`config.mk`:
```
export PLATFORM = sky130hd
export DESIGN_NAME = dcc_top
export DESIGN_NICKNAME = d
export VERILOG_FILES = /design/src/design/dcc_pkg.sv /design/src/design/dcc_set.sv /design/src/design/dcc_top.sv
export SDC_FILE = /design/constraint.sdc
export NUM_CORES = 1
export LEC_CHECK = 0
export BUFFER_PORTS_ARGS = -buffer_cell sky130_fd_sc_hd__buf_2
export CAP_MARGIN = 15
export CORE_UTILIZATION = 50
export CTS_CLUSTER_SIZE = 25
export DETAILED_ROUTE_END_ITERATION = 8
export GPL_ROUTABILITY_DRIVEN = 0
export PLACE_DENSITY_LB_ADDON = 0.2
export SKIP_LAST_GASP = 1
export SYNTH_ARGS = -nofsm -noshare
export SYNTH_HDL_FRONTEND = slang
export SYNTH_SLANG_ARGS = --single-unit
```
`constraint.sdc`:
```
create_clock -name sys_clk_in -period 2.5 [get_ports sys_clk_in]
set_clock_uncertainty 0.05 [all_clocks]
set_input_delay 0.25 -clock sys_clk_in [delete_from_list [all_inputs] [get_ports sys_clk_in]]
set_output_delay 0.25 -clock sys_clk_in [all_outputs]
set_load 0.05 [all_outputs]
```
`src/design/dcc_pkg.sv`:
```
// Package for the dual capture/compare block
// Assumes a single 200 MHz system clock and an APB register slave
package dcc_pkg;

    // ****************************************
    // Register map (byte addresses)
    // ****************************************
    localparam logic [7:0] DCC_ADDR_MODE_CTRL = 8'h00;
    localparam logic [7:0] DCC_ADDR_FLAGS     = 8'h04;
    localparam logic [7:0] DCC_ADDR_VAL_ONE   = 8'h08;
    localparam logic [7:0] DCC_ADDR_VAL_TWO   = 8'h0C;
    localparam logic [7:0] DCC_ADDR_TIMER_CFG = 8'h10;
    localparam logic [7:0] DCC_ADDR_PORT      = 8'h14;
    localparam logic [7:0] DCC_ADDR_TIMER     = 8'h18;

    // ****************************************
    // Field positions and reset values
    // ****************************************
    localparam int DCC_SET_ONE_LSB = 0;
    localparam int DCC_SET_TWO_LSB = 4;
    localparam int DCC_FLAG_OVF    = 0;
    localparam int DCC_FLAG_ONE    = 2;
    localparam int DCC_FLAG_TWO    = 3;
    localparam logic [7:0]  DCC_MODE_RESET = 8'h00;
    localparam logic [15:0] DCC_WORD_ZERO  = 16'h0000;
    localparam logic [15:0] DCC_TIMER_MAX  = 16'hFFFF;

    // ****************************************
    // Timing
    // ****************************************
    localparam int SYS_CLK_MHZ   = 200;
    localparam int INSTR_CLK_MHZ = 2;
    localparam int SYS_OSC_MHZ   = 8;
    localparam int INSTR_DIV     = SYS_CLK_MHZ / INSTR_CLK_MHZ;
    localparam int OSC_DIV       = SYS_CLK_MHZ / SYS_OSC_MHZ;
    localparam int DIV_W         = 7;
    localparam int PRESC_W       = 4;
    localparam logic [3:0] PRESC_FOUR    = 4'h3;
    localparam logic [3:0] PRESC_SIXTEEN = 4'hF;

    // ****************************************
    // Mode codes
    // ****************************************
    typedef enum logic [3:0] {
        DCC_CAP_FALL   = 4'b0100,
        DCC_CAP_RISE   = 4'b0101,
        DCC_CAP_RISE4  = 4'b0110,
        DCC_CAP_RISE16 = 4'b0111,
        DCC_CMP_SET    = 4'b1000,
        DCC_CMP_CLEAR  = 4'b1001,
        DCC_CMP_TOGGLE = 4'b1010,
        DCC_CMP_RSVD   = 4'b1011,
        DCC_CMP_SOFT0  = 4'b1100,
        DCC_CMP_SOFT1  = 4'b1101,
        DCC_CMP_SOFT2  = 4'b1110,
        DCC_CMP_TRIG   = 4'b1111
    } dcc_mode_t;

    // Result of one register set for one cycle
    typedef struct packed {
        logic        event_pulse;
        logic        trigger_pulse;
        logic        out_latch;
        logic [15:0] value;
    } dcc_set_status_t;

endpackage : dcc_pkg

```
`src/design/dcc_set.sv`:
```
// One capture/compare register set
// Assumes pin level and timer count synchronous to sys_clk_in
`timescale 1ns/1ps
module dcc_set
    import dcc_pkg::*;
(
    input  wire logic            sys_clk_in,
    input  wire logic            resetn_in,
    input  wire logic [3:0]      mode_in,
    input  wire logic            pin_in,
    input  wire logic [15:0]     timer_in,
    input  wire logic            val_wr_in,
    input  wire logic [15:0]     val_wdata_in,
    output dcc_set_status_t      status_out
);

    // ****************************************
    // State
    // ****************************************
    logic               pin_q;
    logic [PRESC_W-1:0] presc;
    logic [15:0]        value;
    logic               out_latch;
    logic               match_q;
    logic               prev_clear;
    logic [PRESC_W-1:0] next_presc;
    logic [15:0]        next_value;
    logic               next_out_latch;
    logic               next_match_q;
    logic               next_prev_clear;
    logic               ev;
    logic               trig;
    logic               is_off;
    logic               is_cap;
    logic               is_cmp;
    logic               rise;
    logic               fall;
    logic               match;

    always_comb begin
        is_off         = (mode_in[3:2] == 2'b00);
        is_cap         = (mode_in[3:2] == 2'b01);
        is_cmp         = mode_in[3];
        rise           = pin_in & ~pin_q;
        fall           = ~pin_in & pin_q;
        match          = is_cmp & (timer_in == value);
        next_presc     = presc;
        next_value     = val_wr_in ? val_wdata_in : value;
        next_out_latch = out_latch;
        next_match_q   = match;
        next_prev_clear = (mode_in == 4'(DCC_CMP_CLEAR));
        ev             = 1'b0;
        trig           = 1'b0;
        if (is_off) begin
            next_presc     = '0;
            next_match_q   = 1'b0;
            // Off-code default of the output latch differs for clear-on-match
            next_prev_clear = prev_clear;
            next_out_latch  = prev_clear;
        end else if (is_cap) begin
            case (mode_in)
                DCC_CAP_FALL:   ev = fall;
                DCC_CAP_RISE:   ev = rise;
                DCC_CAP_RISE4: begin
                    if (rise) begin
                        next_presc = presc + 1'b1;
                        ev = (presc[1:0] == PRESC_FOUR[1:0]);
                    end
                end
                default: begin
                    if (rise) begin
                        next_presc = presc + 1'b1;
                        ev = (presc == PRESC_SIXTEEN);
                    end
                end
            endcase
            if (ev) begin
                next_value = timer_in;
            end
        end else begin
            next_presc = '0;
            if (match && !match_q) begin
                case (mode_in)
                    DCC_CMP_SET:    begin next_out_latch = 1'b1; ev = 1'b1; end
                    DCC_CMP_CLEAR:  begin next_out_latch = 1'b0; ev = 1'b1; end
                    DCC_CMP_TOGGLE: begin
                        next_out_latch = ~out_latch;
                        ev = 1'b1;
                    end
                    DCC_CMP_RSVD:   ev = 1'b0;
                    DCC_CMP_TRIG:   begin ev = 1'b1; trig = 1'b1; end
                    default:        ev = 1'b1;
                endcase
            end
        end
    end

    always_ff @(posedge sys_clk_in or negedge resetn_in) begin
        if (!resetn_in) begin
            pin_q      <= 1'b0;
            presc      <= '0;
            value      <= DCC_WORD_ZERO;
            out_latch  <= 1'b0;
            match_q    <= 1'b0;
            prev_clear <= 1'b0;
        end else begin
            pin_q      <= pin_in;
            presc      <= next_presc;
            value      <= next_value;
            match_q    <= next_match_q;
            prev_clear <= next_prev_clear;
            out_latch  <= next_out_latch;
        end
    end

    assign status_out = '{event_pulse: ev, trigger_pulse: trig,
                          out_latch: out_latch, value: value};

endmodule : dcc_set

```
`src/design/dcc_top.sv`:
```
// Dual capture/compare block with shared 16-bit timer and APB slave
// Assumes one 200 MHz clock; APB master follows the usual protocol
//
// Summary of operation
// Capture copies the full 16-bit timer count into the set value.
// Codes 0100/0101/0110/0111 capture falling, rising, 4th, 16th rising.
// Set one mode in control bits 3:0, set two in bits 7:4.
// Capture sets flag bit 2 or 3; it stays until software clears.
// A new capture overwrites the old value with no overrun sign.
// Codes 00xx switch the set off and reset its logic.
// Prescaler counter cleared when off, not capturing, or on reset.
// Changing prescaler directly keeps the counter; flag may set.
// Software should write an off code before changing the prescaler.
// Software masks the interrupt during mode change and clears flag.
// Software sets pin directions for capture input and compare output.
// Port latch write on an output capture pin can trigger capture.
// Software clocks the timer from the instruction clock.
// Compare mode compares compare value with timer count continuously.
// 1000 sets, 1001 clears, 1010 toggles output; flag set; 1011 reserved.
// Codes 1100/1101/1110 only set the flag; pin stays under GPIO control.
// Code 1111 sets flag and pulses converter trigger; timer not reset.
// The special event never sets the timer overflow flag.
// Off code loads output latch default: 0, or 1 for clear mode.
// Timer ticks at 2 MHz or 8 MHz as the clock select bit says.
// A match fires once when equality first appears.
`timescale 1ns/1ps
module dcc_top
    import dcc_pkg::*;
(
    input  wire logic        sys_clk_in,
    input  wire logic        resetn_in,
    input  wire logic        psel_in,
    input  wire logic        penable_in,
    input  wire logic        pwrite_in,
    input  wire logic [7:0]  paddr_in,
    input  wire logic [31:0] pwdata_in,
    output logic [31:0]      prdata_out,
    output logic             pready_out,
    output logic             pslverr_out,
    input  wire logic        capture_input_pin_in,
    output logic             capture_input_pin_out,
    output logic             capture_input_pin_oe_out,
    output logic             compare_output_pin_one_out,
    output logic             compare_output_pin_two_out,
    output logic             adc_trigger_out,
    output logic [15:0]      timer_count_out
);

    // ****************************************
    // Registers
    // ****************************************
    logic [7:0]  mode_ctrl;
    logic [3:0]  flags;
    logic        timer_on;
    logic        timer_clock_select;
    logic [2:0]  port_ctrl;
    logic [15:0] timer;
    logic [DIV_W-1:0] div_cnt;
    logic [31:0] rdata;
    logic        ready;
    logic        slverr;
    logic        trig_q;
    logic        cmp_one_q;
    logic        cmp_two_q;
    logic        pin_oe_q;
    logic        pin_o_q;

    logic [7:0]  next_mode_ctrl;
    logic [3:0]  next_flags;
    logic        next_timer_on;
    logic        next_timer_clock_select;
    logic [2:0]  next_port_ctrl;
    logic [15:0] next_timer;
    logic [DIV_W-1:0] next_div_cnt;
    logic [31:0] next_rdata;
    logic        next_ready;
    logic        next_slverr;

    logic        access;
    logic        wr;
    logic        tick;
    logic        pin_level;
    logic [1:0]  val_wr;
    dcc_set_status_t st [2];

    // ****************************************
    // Register sets
    // ****************************************
    // Pin seen by capture is the port latch when the pin drives
    always_comb begin
        pin_level = port_ctrl[0] ? port_ctrl[1] : capture_input_pin_in;
    end

    genvar g;
    generate
        for (g = 0; g < 2; g++) begin : g_set
            dcc_set u_set (
                .sys_clk_in   (sys_clk_in),
                .resetn_in    (resetn_in),
                .mode_in      (mode_ctrl[g*4 +: 4]),
                .pin_in       (pin_level),
                .timer_in     (timer),
                .val_wr_in    (val_wr[g]),
                .val_wdata_in (pwdata_in[15:0]),
                .status_out   (st[g])
            );
        end
    endgenerate

    // ****************************************
    // Bus, flags and timer
    // ****************************************
    always_comb begin
        access = psel_in & penable_in & ~ready;
        wr     = access & pwrite_in;
        val_wr[0] = wr & (paddr_in == DCC_ADDR_VAL_ONE);
        val_wr[1] = wr & (paddr_in == DCC_ADDR_VAL_TWO);
        next_mode_ctrl          = mode_ctrl;
        next_flags              = flags;
        next_timer_on           = timer_on;
        next_timer_clock_select = timer_clock_select;
        next_port_ctrl          = port_ctrl;
        next_rdata              = rdata;
        next_ready              = access;
        next_slverr             = 1'b0;
        // Timer rate select
        tick = 1'b0;
        next_div_cnt = div_cnt + 1'b1;
        if (timer_clock_select) begin
            if (div_cnt >= DIV_W'(OSC_DIV - 1)) begin
                next_div_cnt = '0;
                tick = 1'b1;
            end
        end else if (div_cnt >= DIV_W'(INSTR_DIV - 1)) begin
            next_div_cnt = '0;
            tick = 1'b1;
        end
        next_timer = (timer_on && tick) ? timer + 1'b1 : timer;
        if (access) begin
            case (paddr_in)
                DCC_ADDR_MODE_CTRL: begin
                    next_rdata = {24'h0000_00, mode_ctrl};
                    if (pwrite_in) begin
                        next_mode_ctrl = pwdata_in[7:0];
                    end
                end
                DCC_ADDR_FLAGS: begin
                    next_rdata = {28'h000_0000, flags};
                    if (pwrite_in) begin
                        next_flags = pwdata_in[3:0];
                    end
                end
                DCC_ADDR_VAL_ONE: next_rdata = {16'h0000, st[0].value};
                DCC_ADDR_VAL_TWO: next_rdata = {16'h0000, st[1].value};
                DCC_ADDR_TIMER_CFG: begin
                    next_rdata = {30'h0000_0000, timer_clock_select,
                                  timer_on};
                    if (pwrite_in) begin
                        next_timer_on           = pwdata_in[0];
                        next_timer_clock_select = pwdata_in[1];
                    end
                end
                DCC_ADDR_PORT: begin
                    next_rdata = {29'h0000_0000, port_ctrl};
                    if (pwrite_in) begin
                        next_port_ctrl = pwdata_in[2:0];
                    end
                end
                DCC_ADDR_TIMER: begin
                    next_rdata = {16'h0000, timer};
                    if (pwrite_in) begin
                        next_timer = pwdata_in[15:0];
                    end
                end
                default: begin
                    next_rdata  = 32'h0000_0000;
                    next_slverr = 1'b1;
                end
            endcase
        end
        // Hardware set wins over software clear
        if (timer_on && tick && timer == DCC_TIMER_MAX) begin
            next_flags[DCC_FLAG_OVF] = 1'b1;
        end
        if (st[0].event_pulse) begin
            next_flags[DCC_FLAG_ONE] = 1'b1;
        end
        if (st[1].event_pulse) begin
            next_flags[DCC_FLAG_TWO] = 1'b1;
        end
    end

    always_ff @(posedge sys_clk_in or negedge resetn_in) begin
        if (!resetn_in) begin
            mode_ctrl          <= DCC_MODE_RESET;
            flags              <= '0;
            timer_on           <= 1'b0;
            timer_clock_select <= 1'b0;
            port_ctrl          <= '0;
            timer              <= DCC_WORD_ZERO;
            div_cnt            <= '0;
            rdata              <= '0;
            ready              <= 1'b0;
            slverr             <= 1'b0;
            trig_q             <= 1'b0;
            cmp_one_q          <= 1'b0;
            cmp_two_q          <= 1'b0;
            pin_oe_q           <= 1'b0;
            pin_o_q            <= 1'b0;
        end else begin
            mode_ctrl          <= next_mode_ctrl;
            flags              <= next_flags;
            timer_on           <= next_timer_on;
            timer_clock_select <= next_timer_clock_select;
            port_ctrl          <= next_port_ctrl;
            timer              <= next_timer;
            div_cnt            <= next_div_cnt;
            rdata              <= next_rdata;
            ready              <= next_ready;
            slverr             <= next_slverr;
            trig_q             <= st[0].trigger_pulse | st[1].trigger_pulse;
            cmp_one_q          <= st[0].out_latch;
            cmp_two_q          <= st[1].out_latch;
            pin_oe_q           <= port_ctrl[0];
            pin_o_q            <= port_ctrl[1];
        end
    end

    always_comb begin
        prdata_out                 = rdata;
        pready_out                 = ready;
        pslverr_out                = slverr;
        adc_trigger_out            = trig_q;
        compare_output_pin_one_out = cmp_one_q;
        compare_output_pin_two_out = cmp_two_q;
        capture_input_pin_oe_out   = pin_oe_q;
        capture_input_pin_out      = pin_o_q;
        timer_count_out            = timer;
    end
endmodule : dcc_top

```
==> summary.md <==
| Metric | Value |
|---|---|
| Clock transition at the registers of the reported paths | `0.07 ns` |
| Routed wire length | `16100 µm` |
| Status | `complete, no violations` |
| Sequential-to-total area share from yosys stat | `43.7%` |
| Cells on worst reg2reg path | `5` |
| Mapped Area | `0.00630 mm²` |
| Leakage | `3.30 nW` |
| Worst path arrival time | `2.57 ns` |
| # rows | `40` |
| Synth Register Bits | `110` |
| Vias | `4960` |
| Post-CTS repair timing setup buffer count | `0` |
| Die Span Y | `114 µm` |
| Worst Tran Pin Value | `0.534 ns` |
| Die area | `0.0131 mm²` |
| DRT Pass-1 Iters | `5` |
| Hold Crit Endpoint | `timer_count_out[8]$_DFF_PN0_` |
| Area contributors post-synth | `dfrtp_1 44%, mux2_2 9.6%, xnor2_1 4.0%` |
| CP max-delay cell | `or4_1` |
| Initial DRC count | `371` |
| ANT nets after route | `0` |
| Worst reg2reg path startpoint | `timer_count_out[15]$_DFF_PN0_` |
| Core area | `0.0122 mm²` |
| Initial antenna violation count | `0` |
| RSZ-0062 raised after global routing | `no` |
| Cells along the critical path | `xor2_1 > nor4_1 > nand2_1 > or4_1 > o32ai_1` |
| Initial Util | `51.8%` |
| Max-cap viol count | `0` |
| FF-to-FF setup slack | `0.13 ns` |
| Final Max Tran Viols | `0` |
| Ys Warns | `0` |
| Via-to-Cell Ratio | `5.68` |
| CP Capture Type | `flip-flop` |
| Clock Latency Late Sink | `0.36 ns` |
| Post-synthesis cell count | `627` |
| Min Tclk post-route | `2.37 ns` |
| Fmax | `0.422 GHz` |
| Die width | `114 µm` |
| Worst Min Path Start | `pwdata_in[8]` |
| EDFF count, synth | `0` |
| CP top delay family | `simple AND/OR/NAND/NOR gates` |
| Slew Limit Headroom | `63.4%` |
| Pwr/cell area | `595 mW/mm²` |
| Crit path largest cell delay | `0.58 ns` |
| Residual DRC count | `0` |
| Share of cells above drive strength 1 | `26.8%` |
| Tcrit/Tclk final | `94.8%` |
| HPWL Detailed | `12100 µm` |
| Setup TNS | `0 ns` |
| Async S/R FF share, synth | `100%` |
| Vias in the first global route | `4895` |
| WP buf/inv | `0` |
| Worst Path Required | `2.70 ns` |
| # nets final | `751` |
| Setup CP Type | `flip-flop to flip-flop` |
| Startpoint types | `flip-flop` |
| Hold WC Path Type | `primary input to flip-flop` |
| Post-CTS sizing | `0` |
| Multi-input gate area | `0.00327 mm²` |
| Final Non-Filler Cells | `873` |
| Fillers | `1054` |
| Largest net degree at the start of global routing | `77` |
| Num ports | `101` |
| # diodes | `0` |
| Area growth from synthesis to layout | `15.4%` |
| Area fraction of the dominant cell type after synthesis | `43.7%` |
| Final hold violations | `0` |
| Total Routing Usage GR | `26.5%` |
| Main synth FF type | `dfrtp_1` |
| Placed Cells | `856` |
| Largest area contributor in the netlist | `dfrtp_1` |
| Register Area | `0.00275 mm²` |
| GRT overflow | `0` |
| CTS buffer count | `9` |
| Hold_buf cts | `1` |
| Reg-to-Reg End | `adc_trigger_out$_DFF_PN0_` |
| Drt wl/cell | `18.4 µm` |
| Root buf cell | `clkbuf_16` |
| Syn_area_per_cell | `10.1 µm²` |
| Crit path max fanout | `7` |
| Max VDD drop | `0.000492 V` |
| CTS tree | `yes` |
| Clock sinks | `110` |
| I/O Buffers | `68` |
| First-pass GRT wire length | `26000 µm` |
| Power Total | `4.33 mW` |
| Clock Path Buffers | `2` |
| Cells on Worst Hold Path | `3` |
| Final setup viols | `0` |
| Count of cell types in the netlist | `56` |
| H-tree depth | `3` |
[placed cells by master, fill, tap and decap left out, drive strengths merged, types with 4 or more instances in the layout]
master / n
nor4: 6
ha: 5
nand2b: 4
a22oi: 6
xnor2: 29
a21oi: 18
mux2: 72
nand4: 17
nor3: 7
nor2: 37
o21ai: 38
mux2i: 21
or3: 10
nand2: 58
xor2: 19
a21o: 4
clkinvlp: 4
dfrtp: 110
buf: 104
a31oi: 14
or2: 4
nand3: 28
inv: 12
nor2b: 5
a22o: 8
conb: 16
clkbuf: 9
[cell type report]
cell class	count	area share (%)
Multi-Input combinational cell	462	44.9
Sequential cell	110	37.8
Clock inverter	7	1.36
Timing Repair Buffer	105	9.26
Clock buffer	9	3.10
Inverter	12	0.619
Tap cell	168	2.89
[cell families (layout without fill, tap and decap cells)]
family | after synthesis | count (layout) | synth area share (%)
multiplexers | 96 | 96 | 17.3
XOR/XNOR | 48 | 48 | 6.67
AND/OR/NAND/NOR | 195 | 195 | 16.1
flip-flops | 110 | 110 | 43.7
AO/OA/AOI/OAI | 102 | 102 | 9.90
adder cells (fa/ha/maj) | 5 | 5 | 0.992
other | 1 | 16 | 0.0595
buffers and inverters | 70 | 133 | 5.38
[power by group]
| part | switching, mW | internal, mW | total, mW |
|---|---|---|---|
| clock network | 0.687 | 0.880 | 1.57 |
| registers | 0.132 | 1.90 | 2.03 |
| logic | 0.451 | 0.282 | 0.733 |
[sequential cells by signal, summed over array words and instances (netlist names), 3 cells and up]
name	count
prdata_out	16
timer_count_out	16
flags	4
mode_ctrl	8
port_ctrl	3
g_set.u_set.presc	8
div_cnt	7
g_set.u_set.value	32
[metal layers]
layer | up-vias | track usage, % | share of wire, % | wire length, µm
li1 | 2354 | - | - | -
met4 | 0 | 8.57 | 2.0 | 322
met3 | 21 | 5.40 | 5.0 | 808
met2 | 142 | 42.3 | 47 | 7580
met5 | - | 0 | 0 | 0
met1 | 2443 | 36.2 | 46 | 7350
[synth_stat cells, types with 7 or more instances]
master / n
buf_4: 16
inv_1: 12
nand4_1: 17
mux2_2: 54
o21ai_0: 38
a21oi_1: 18
a22o_1: 8
xnor2_1: 29
nand2_1: 58
a31oi_1: 14
mux2i_1: 21
or3_1: 10
mux2_1: 18
buf_2: 7
dfrtp_1: 110
clkbuf_1: 32
xor2_1: 19
nor2_1: 36
nand3_1: 27
[worst min-delay path: stages]
cell and delay, ns:
buf_2 0.11, nand2_1 0.04, o21ai_0 0.06
[stage by stage]
stage | instance area (µm²) | utilization (%) | hold slack [ns] | worst slack, ns
floorplan | 6360 | - | -0.0956 | 0.0554
global placement | 6940 | 57.1 | 0.185 | 0.212
detailed placement | 6940 | 57.1 | 0.190 | 0.166
CTS | 7270 | 59.8 | 0.0800 | 0.158
global route | 7270 | 59.8 | 0.0864 | 0.0321
finish | 7270 | 59.8 | 0.0900 | 0.129
[worst max-delay path by stage]
stage | depth (start not counted) | to | slack, ns | start
floorplan | 6 | flags[3]$_DFFE_PN0P_ | 0.06 | timer_count_out[4]$_DFF_PN0_
global placement | 7 | g_set[0].u_set.value[7]$_DFF_PN0_ | 0.21 | paddr_in[1]
detailed placement | 5 | adc_trigger_out$_DFF_PN0_ | 0.17 | timer_count_out[15]$_DFF_PN0_
CTS | 5 | adc_trigger_out$_DFF_PN0_ | 0.16 | timer_count_out[15]$_DFF_PN0_
global route | 6 | timer_count_out[10]$_DFF_PN0_ | 0.03 | div_cnt[0]$_DFF_PN0_
finish | 5 | adc_trigger_out$_DFF_PN0_ | 0.13 | timer_count_out[15]$_DFF_PN0_
Note: power is estimated with default switching activity, not from simulation.
